[src/sram_link_pkg.sv]
// Shared constants and width functions for both ends of the dual rate SRAM link.
package sram_link_pkg;
   // Data widths of the three organizations and their address widths.
   localparam int DW_X8  = 8;
   localparam int DW_X18 = 18;
   localparam int DW_X36 = 36;
   localparam int AW_X8  = 19;
   localparam int AW_X18 = 18;
   localparam int AW_X36 = 17;
   // Byte lane layout: x8 uses two 4-bit lanes, the others 9-bit lanes.
   localparam int LANE_W_X8    = 4;
   localparam int LANE_W_WIDE  = 9;
   localparam int LANES_NARROW = 2;
   localparam int LANES_X36    = 4;
   // Burst of four beats, one word from each of the four internal arrays.
   localparam int BURST_LEN = 4;
   localparam int BEAT_W    = 2;
   localparam logic [2:0] BURST_CNT = 3'h4;
   // Link cycle slots: true clock edges fall on slots 0 and 2.
   localparam logic [1:0] SLOT_READ        = 2'h0;
   localparam logic [1:0] SLOT_WRITE       = 2'h2;
   localparam logic [1:0] SLOT_BEFORE_READ = 2'h3;
   localparam logic [1:0] SLOT_RESET       = 2'h3;
   localparam int FIFO_DEPTH = 16;

   function automatic int addr_w_f(input int dw);
      return (dw == DW_X8) ? AW_X8 : ((dw == DW_X18) ? AW_X18 : AW_X36);
   endfunction

   function automatic int lanes_f(input int dw);
      return (dw == DW_X36) ? LANES_X36 : LANES_NARROW;
   endfunction

   function automatic int lane_w_f(input int dw);
      return (dw == DW_X8) ? LANE_W_X8 : LANE_W_WIDE;
   endfunction
endpackage

[src/sram_link_if.sv]
// Link between the memory controller end and the SRAM end.
`timescale 1ns/1ns
interface sram_link_if #(
   parameter int DW = sram_link_pkg::DW_X36,
   parameter int AW = sram_link_pkg::addr_w_f(DW),
   parameter int LN = sram_link_pkg::lanes_f(DW)
);
   logic          k_true;
   logic          write_port_select_n;
   logic          read_port_select_n;
   logic [LN-1:0] byte_lane_write_select_n;
   logic [AW-1:0] addr;
   logic [DW-1:0] d;
   logic [DW-1:0] q;
   logic          q_oe_n;

   // The controller drives clock phase, selects, address and write data.
   modport ctrl (
      output k_true,
      output write_port_select_n,
      output read_port_select_n,
      output byte_lane_write_select_n,
      output addr,
      output d,
      input  q,
      input  q_oe_n
   );

   // The memory samples everything and drives the read data back.
   modport mem (
      input  k_true,
      input  write_port_select_n,
      input  read_port_select_n,
      input  byte_lane_write_select_n,
      input  addr,
      input  d,
      output q,
      output q_oe_n
   );
endinterface

[src/burst_fifo.sv]
// Flip-flop FIFO with valid and ready on both sides.
`timescale 1ns/1ns
module burst_fifo #(
   parameter int W     = 8,
   parameter int DEPTH = sram_link_pkg::FIFO_DEPTH
) (
   input  wire logic         core_clk,
   input  wire logic         rst,
   input  wire logic         in_valid,
   output logic              in_ready,
   input  wire logic [W-1:0] in_data,
   output logic              out_valid,
   input  wire logic         out_ready,
   output logic [W-1:0]      out_data
);
   import sram_link_pkg::*;

   localparam int PW = (DEPTH > 1) ? $clog2(DEPTH) : 1;
   localparam int CW = $clog2(DEPTH + 1);

   logic [W-1:0]  store [0:DEPTH-1];
   logic [PW-1:0] wr_ptr_r;
   logic [PW-1:0] rd_ptr_r;
   logic [CW-1:0] count_r;
   logic [CW-1:0] count_nxt;
   logic          in_ready_r;
   logic          push;
   logic          pop;

   function automatic logic [PW-1:0] next_ptr(input logic [PW-1:0] p);
      return (p == PW'(DEPTH - 1)) ? '0 : PW'(p + 1'b1);
   endfunction

   // Ready is registered so a full FIFO refuses the very next push.
   assign push      = in_valid && in_ready_r;
   assign pop       = out_valid && out_ready;
   assign out_valid = (count_r != '0);
   assign out_data  = store[rd_ptr_r];
   assign in_ready  = in_ready_r;

   // Occupancy after this edge.
   always_comb begin
      count_nxt = count_r;
      if (push && !pop) begin
         count_nxt = CW'(count_r + 1'b1);
      end else if (pop && !push) begin
         count_nxt = CW'(count_r - 1'b1);
      end
   end

   // Pointers, count and registered ready.
   always_ff @(posedge core_clk) begin
      if (rst) begin
         wr_ptr_r   <= '0;
         rd_ptr_r   <= '0;
         count_r    <= '0;
         in_ready_r <= 1'b0;
      end else begin
         if (push) begin
            wr_ptr_r <= next_ptr(wr_ptr_r);
         end
         if (pop) begin
            rd_ptr_r <= next_ptr(rd_ptr_r);
         end
         count_r    <= count_nxt;
         in_ready_r <= (count_nxt < CW'(DEPTH));
      end
   end

   // Storage has no reset; only entries below the count are ever read.
   always_ff @(posedge core_clk) begin
      if (push) begin
         store[wr_ptr_r] <= in_data;
      end
   end
endmodule

[src/sram_ctrl_end.sv]
// Controller end: drives the link from a burst FIFO and a read request port.
`timescale 1ns/1ns
module sram_ctrl_end #(
   parameter int DW    = sram_link_pkg::DW_X36,
   parameter int AW    = sram_link_pkg::addr_w_f(DW),
   parameter int LN    = sram_link_pkg::lanes_f(DW),
   parameter int DEPTH = sram_link_pkg::FIFO_DEPTH
) (
   input  wire logic                                   core_clk,
   input  wire logic                                   rst,
   sram_link_if.ctrl                                   link,
   input  wire logic                                   wr_valid,
   output logic                                        wr_ready,
   input  wire logic [AW-1:0]                          wr_addr,
   input  wire logic [sram_link_pkg::BURST_LEN*LN-1:0] wr_lane_sel_n,
   input  wire logic [sram_link_pkg::BURST_LEN*DW-1:0] wr_data,
   input  wire logic                                   rd_req_valid,
   output logic                                        rd_req_ready,
   input  wire logic [AW-1:0]                          rd_req_addr,
   output logic [DW-1:0]                               rd_data,
   output logic                                        rd_data_valid
);
   import sram_link_pkg::*;

   localparam int FW = AW + BURST_LEN * (LN + DW);

   logic [1:0]    slot_r;
   logic [1:0]    slot_nxt;
   logic [1:0]    beat_nxt;
   logic          k_true_r;
   logic          wps_n_r;
   logic          rps_n_r;
   logic [AW-1:0] addr_r;
   logic [DW-1:0] d_r;
   logic [LN-1:0] sel_n_r;
   logic [FW-1:0] hold_r;
   logic [2:0]    wr_left_r;
   logic          rd_ready_r;
   logic [DW-1:0] rd_data_r;
   logic          rd_valid_r;
   logic          fifo_valid;
   logic [FW-1:0] fifo_data;
   logic          wr_start;
   logic          rd_start;

   // Whole bursts queue here; the link drains one per four cycles.
   burst_fifo #(.W(FW), .DEPTH(DEPTH)) u_fifo (
      .core_clk  (core_clk),
      .rst       (rst),
      .in_valid  (wr_valid),
      .in_ready  (wr_ready),
      .in_data   ({wr_addr, wr_lane_sel_n, wr_data}),
      .out_valid (fifo_valid),
      .out_ready (wr_start),
      .out_data  (fifo_data)
   );

   // Read address goes out on one true edge, write address on the other.
   assign slot_nxt = slot_r + 2'h1;
   assign beat_nxt = slot_nxt + 2'h1;
   assign wr_start = (slot_nxt == SLOT_WRITE) && fifo_valid;
   assign rd_start = rd_req_valid && rd_ready_r;

   // Clock phase: each cycle is one edge, true and complement alternating.
   always_ff @(posedge core_clk) begin
      if (rst) begin
         slot_r     <= SLOT_RESET;
         k_true_r   <= 1'b0;
         rd_ready_r <= 1'b0;
      end else begin
         slot_r     <= slot_nxt;
         k_true_r   <= ~slot_nxt[0];
         rd_ready_r <= (slot_nxt == SLOT_BEFORE_READ);
      end
   end

   // Shared address bus, loaded only with the select it belongs to.
   always_ff @(posedge core_clk) begin
      if (rst) begin
         addr_r  <= '0;
         rps_n_r <= 1'b1;
      end else begin
         rps_n_r <= ~rd_start;
         if (rd_start) begin
            addr_r <= rd_req_addr;
         end else if (wr_start) begin
            addr_r <= fifo_data[FW-1 -: AW];
         end
      end
   end

   // Write burst: command on a true edge, then four beats on the next four edges.
   always_ff @(posedge core_clk) begin
      if (rst) begin
         wps_n_r   <= 1'b1;
         wr_left_r <= '0;
         d_r       <= '0;
         sel_n_r   <= '1;
         hold_r    <= '0;
      end else begin
         wps_n_r <= ~wr_start;
         if (wr_left_r != '0) begin
            d_r       <= hold_r[beat_nxt*DW +: DW];
            sel_n_r   <= hold_r[BURST_LEN*DW + beat_nxt*LN +: LN];
            wr_left_r <= wr_left_r - 3'h1;
         end else begin
            sel_n_r <= '1;
         end
         if (wr_start) begin
            hold_r    <= fifo_data;
            wr_left_r <= BURST_CNT;
         end
      end
   end

   // Read data is taken whenever the memory drives its outputs.
   always_ff @(posedge core_clk) begin
      if (rst) begin
         rd_data_r  <= '0;
         rd_valid_r <= 1'b0;
      end else begin
         rd_data_r  <= link.q;
         rd_valid_r <= ~link.q_oe_n;
      end
   end

   assign link.k_true                   = k_true_r;
   assign link.write_port_select_n      = wps_n_r;
   assign link.read_port_select_n       = rps_n_r;
   assign link.byte_lane_write_select_n = sel_n_r;
   assign link.addr                     = addr_r;
   assign link.d                        = d_r;
   assign rd_req_ready                  = rd_ready_r;
   assign rd_data                       = rd_data_r;
   assign rd_data_valid                 = rd_valid_r;
endmodule

[src/flat_wrapper.sv]
// flat-port wrapper written by rule: the top's interface ports become plain ports
module sram_ctrl_end_flat import sram_link_pkg::*;
#(
   parameter int DW    = sram_link_pkg::DW_X36,
   parameter int AW    = sram_link_pkg::addr_w_f(DW),
   parameter int LN    = sram_link_pkg::lanes_f(DW),
   parameter int DEPTH = sram_link_pkg::FIFO_DEPTH
)
  (core_clk, rst, wr_valid, wr_ready, wr_addr, wr_lane_sel_n, wr_data, rd_req_valid, rd_req_ready, rd_req_addr, rd_data, rd_data_valid, link_k_true, link_write_port_select_n, link_read_port_select_n, link_byte_lane_write_select_n, link_addr, link_d, link_q, link_q_oe_n);
  sram_link_if #(.DW(DW), .AW(AW), .LN(LN)) link_i ();
  input  wire logic core_clk;
  input  wire logic rst;
  input  wire logic wr_valid;
  output logic wr_ready;
  input  wire logic [AW-1:0] wr_addr;
  input  wire logic [sram_link_pkg::BURST_LEN*LN-1:0] wr_lane_sel_n;
  input  wire logic [sram_link_pkg::BURST_LEN*DW-1:0] wr_data;
  input  wire logic rd_req_valid;
  output logic rd_req_ready;
  input  wire logic [AW-1:0] rd_req_addr;
  output logic [DW-1:0] rd_data;
  output logic rd_data_valid;
  output wire logic [$bits(link_i.k_true)-1:0] link_k_true;
  output wire logic [$bits(link_i.write_port_select_n)-1:0] link_write_port_select_n;
  output wire logic [$bits(link_i.read_port_select_n)-1:0] link_read_port_select_n;
  output wire logic [$bits(link_i.byte_lane_write_select_n)-1:0] link_byte_lane_write_select_n;
  output wire logic [$bits(link_i.addr)-1:0] link_addr;
  output wire logic [$bits(link_i.d)-1:0] link_d;
  input wire logic [$bits(link_i.q)-1:0] link_q;
  input wire logic [$bits(link_i.q_oe_n)-1:0] link_q_oe_n;
  assign link_k_true = link_i.k_true;
  assign link_write_port_select_n = link_i.write_port_select_n;
  assign link_read_port_select_n = link_i.read_port_select_n;
  assign link_byte_lane_write_select_n = link_i.byte_lane_write_select_n;
  assign link_addr = link_i.addr;
  assign link_d = link_i.d;
  assign link_i.q = link_q;
  assign link_i.q_oe_n = link_q_oe_n;
  sram_ctrl_end #(.DW(DW), .AW(AW), .LN(LN), .DEPTH(DEPTH)) u_core (.core_clk(core_clk), .rst(rst), .link(link_i), .wr_valid(wr_valid), .wr_ready(wr_ready), .wr_addr(wr_addr), .wr_lane_sel_n(wr_lane_sel_n), .wr_data(wr_data), .rd_req_valid(rd_req_valid), .rd_req_ready(rd_req_ready), .rd_req_addr(rd_req_addr), .rd_data(rd_data), .rd_data_valid(rd_data_valid));
endmodule
[config.mk]
export PLATFORM = sky130hd
export DESIGN_NAME = sram_ctrl_end_flat
export DESIGN_NICKNAME = d
export VERILOG_FILES = /design/src/sram_link_pkg.sv /design/src/sram_link_if.sv /design/src/burst_fifo.sv /design/src/sram_ctrl_end.sv /design/src/flat_wrapper.sv
export SDC_FILE = /design/constraint.sdc
export NUM_CORES = 2
export LEC_CHECK = 0
export ABC_AREA = 1
export BUFFER_PORTS_ARGS = -buffer_cell sky130_fd_sc_hd__buf_2
export CAP_MARGIN = 20
export CORE_ASPECT_RATIO = 0.7
export CORE_UTILIZATION = 55
export DETAILED_ROUTE_END_ITERATION = 6
export PLACE_DENSITY_LB_ADDON = 0.15
export REMOVE_ABC_BUFFERS = 1
export SLEW_MARGIN = 20
export SYNTH_ARGS = -nofsm -noshare
export SYNTH_HDL_FRONTEND = slang
export SYNTH_SLANG_ARGS = --single-unit
[constraint.sdc]
create_clock -name core_clk -period 10.72 [get_ports core_clk]
set_clock_uncertainty 0.15 [all_clocks]
set_input_delay 1.608 -clock core_clk [delete_from_list [all_inputs] [get_ports core_clk]]
set_output_delay 1.608 -clock core_clk [all_outputs]
set_load 0.02 [all_outputs]
==> results <==
- The flow ran to the end, but the final reports show violations.
- The checks that failed: slew limit.
- The die covers 223000 um2.
- The number of filler cells placed in the layout is 16600.
- Global routing consumed, over all layers together, 29.8% of the routing resources.
- The standard cell core area is 218000 um2.
- In this run, CTS created clock tree buffers numbering 295.
- The width of the chip is 563 um.
- The proportion of synthesized flip-flops having asynchronous set or reset is 0%.
- For the pin with the worst max-slew slack, the measured transition is 1660 ps.
- The yosys synthesis warning count is 0.
- The largest fanout on the critical path is 241.
- The setup total negative slack is 0 ps.
- In this run the biggest area consumer among cell types represents 70.1% of the synthesized area.
- Each instance of the synthesized netlist takes up on average 12.4 um2.
- The number of antenna-violating nets in the routed design is 0.
- After the flow finishes, the layout carries non-filler instances totaling 13000.
- The via count normalized by instance count is 6.11.
- The total number of clock tree sinks is 3113.
- The number of placed I/O pins is 334.
- The total vias in the final route is 79500.
- The endpoint class of the critical path is a flop.
- Sorting the synthesized cells by how often they occur yields 2832 x sky130_fd_sc_hd__edfxtp_1, 2151 x sky130_fd_sc_hd__nor2_1, 1274 x sky130_fd_sc_hd__o21ai_0.
- The number of antenna violations at the first check in global routing is 69.
- The setup check on the worst reg-to-reg path leaves a slack of 5640 ps.
- In the final layout, the share of cells above drive strength 1 is 8.93%.
- The number of I/O port buffers is 333.
- The count of different cell masters after synthesis is 35.
- The critical setup path kind is flop to flop.
- The number of detailed-routing iterations run before antenna repair is 6.
- Summing all multi-input logic gate instances after layout gives 27300 um2.
- After synthesis the netlist holds a flip-flop and latch count of 3113.
- The required time of the critical path is 11320 ps.
- For this block, the routed nets add up to 336000 um of wire.
- The H-tree depth is 5.
- The number of cells on the worst reg-to-reg path is 8.
- After detailed routing, the average wire length per cell comes to 25.8 um.
- In this run the worst hold path is classified as flop to flop.
- Setup repair after global routing left no endpoint under its margin.
- The type of element launching the critical path is a flop.
- The total power per unit cell area is 200 nW/um2.
- The latest clock arrival within the worst-skew pair is 840 ps.
- The number of instances in the synthesized netlist is 9778.
- Setup violations remaining at the end of the flow were counted as 0.
- Summed over all cells, the static leakage comes to 0.0451 uW.
- Relative to the synthesized area, the layout overhead comes to 10.8%.
- The largest net degree at the start of global routing is 290.
- Headroom to the max-slew limit came out at -10.4%.
- Final hold analysis gives a worst-case slack of 303 ps.
- TritonCTS built the clock tree.
- sky130_fd_sc_hd__edfxtp_1 takes more of the synthesized area than any other cell.
- The count of placed standard cells including taps is 12400.
- The via count of the first global-routing pass is 74500.
- The overall overflow remaining after global route is 0.
- The net total in the final layout is 10100.
- Hold repair after CTS inserted 0 buffers.
- For this run, the top clock speed supported by timing is 0.197 GHz.
- The post-synthesis cell area is 121000 um2.
- Of the synthesized area, sequential elements account for 74.7%.
- The share of the cycle needed by the critical path after routing is 47.4%.
- The violation count after the first detailed-routing iteration is 10400.
- The wire length of the first global-routing pass is 495000 um.
- The post-cts gate resize count is 0.
- CTS placed an instance of sky130_fd_sc_hd__clkbuf_16 at the clock tree root.
- Routability-driven placement finished with a final weighted congestion of 0.784.
- For this run, the share of the core covered by cells in the final layout is 61.7%.
- In the routed design, unresolved DRC markers number 0.
- The final number of hold-violating endpoints is 0.
- In this run, synthesis inferred 2832 flip-flops with an integrated enable.
- Yosys instantiated no cell more often than sky130_fd_sc_hd__edfxtp_1.
- The final max-slew violation count was 81.
- Post-CTS timing repair inserted 0 buffers for setup.
- The maximum ir drop on the vdd rail is 0.000176 V.
- The clock passes through at most 4 buffers.
- Among all flip-flop cells after synthesis, the most frequent one is sky130_fd_sc_hd__edfxtp_1.
- The tool flagged a number of max-cap violations equal to 0.
- The worst hold path was traced through 2 stages.
- The clock input transition at the sequential cells of the worst setup and hold paths is 60 ps.
- Sorting the synthesized cells by area gives the leading types as sky130_fd_sc_hd__edfxtp_1 70%, sky130_fd_sc_hd__nor2_1 6.7%, sky130_fd_sc_hd__o21ai_0 5.3%, sky130_fd_sc_hd__dfxtp_1 4.6%, sky130_fd_sc_hd__o211ai_1 2.8%.
- The area occupied by registers is 90700 um2.
- The floorplan has 143 rows.
- The half-perimeter wire length of the detailed placement result is 162000 um.
- The die height is 395 um.
- Data on the critical path arrives at its endpoint at 5680 ps.
- The clock period could shrink to 5080 ps.
- The starting utilization of the core area is 55.7%.
worst paths after layout:
check / from / end
min: u_core.hold_r[84] / u_core.hold_r[84]
max reg2reg: flop / u_core.hold_r[147]
min reg2reg: u_core.hold_r[84] / u_core.hold_r[84]
max: flop / u_core.hold_r[147]
sequential cells by signal (all words and copies together) (netlist names), 2 cells and up, named ones only:
signal and cells:
u_core.rd_data 36, u_core.u_fifo.count_r 4, u_core.wr_left_r 3, u_core.link.byte_lane_write_select_n 4, u_core.hold_r 160, u_core.u_fifo.wr_ptr_r 4, u_core.link.d 36, u_core.slot_r 2
u_core.link.addr 17, u_core.u_fifo.store 2832, u_core.u_fifo.rd_ptr_r 4
report_power, final:
group	internal [uW]	switching [uW]	leakage, uW
combinational	734	2120	0.0127
clock	5870	4410	0.00458
sequential	13500	184	0.0278
cells in the final DEF (no fill, tap or decap), drive strengths merged, types with 7 or more instances in the layout:
| cell | n |
|---|---|
| o211ai | 453 |
| inv | 126 |
| a41oi | 7 |
| a21oi | 94 |
| clkbuf | 435 |
| dfxtp | 281 |
| diode | 22 |
| nand3 | 602 |
| edfxtp | 2832 |
| ha | 15 |
| clkinv | 72 |
| o22ai | 16 |
| o21ai | 1504 |
| nor2 | 2154 |
| bufinv | 15 |
| buf | 448 |
| a221oi | 24 |
| a31oi | 113 |
| nand2 | 853 |
metal layers:
metal	share of wire (%)	track usage (%)	vias up	wire length, um
met5	0.074	0	-	250
met4	2.3	7.14	38	7780
met3	9.9	5.46	590	33300
met2	45	45.4	4042	152000
met1	42	44.6	39400	142000
li1	-	-	35400	-
worst max-delay path, stage by stage (launching register included):
cell and delay [ps]:
sky130_fd_sc_hd__dfxtp_4 760, sky130_fd_sc_hd__buf_4 600, sky130_fd_sc_hd__buf_4 730, sky130_fd_sc_hd__buf_6 720, sky130_fd_sc_hd__buf_12 770, sky130_fd_sc_hd__o21ai_0 240
sky130_fd_sc_hd__o211ai_1 260, sky130_fd_sc_hd__nand3_1 130, sky130_fd_sc_hd__a31oi_1 220
final cells by class:
class / count / area share (%)
diodes: 22 / 0.0409
clock buffers: 435 / 6.32
clock inverters: 93 / 0.637
inverters: 125 / 0.390
multi-input cells: 5860 / 20.3
flip-flops and latches: 3113 / 67.4
well taps: 2900 / 2.70
repair buffers: 448 / 2.16
per-stage QoR:
stage	power, uW	instance area, um2	worst slack [ps]
detailed placement	16800	125000	5270
CTS	26900	134000	5560
global route	27700	134000	5430
finish	26900	134000	5640
floorplan	16300	118000	-55520
global placement	16700	125000	5400
logic make-up after synthesis:
kind of cell,share of synthesized area (%)
buf+inv,2.92
simple gates,11.9
flops,74.7
fa+ha+maj,0.155
mux,0.00928
xor+xnor,0.0289
compound gates,10.3
Note: power is estimated with default switching activity, not from simulation.
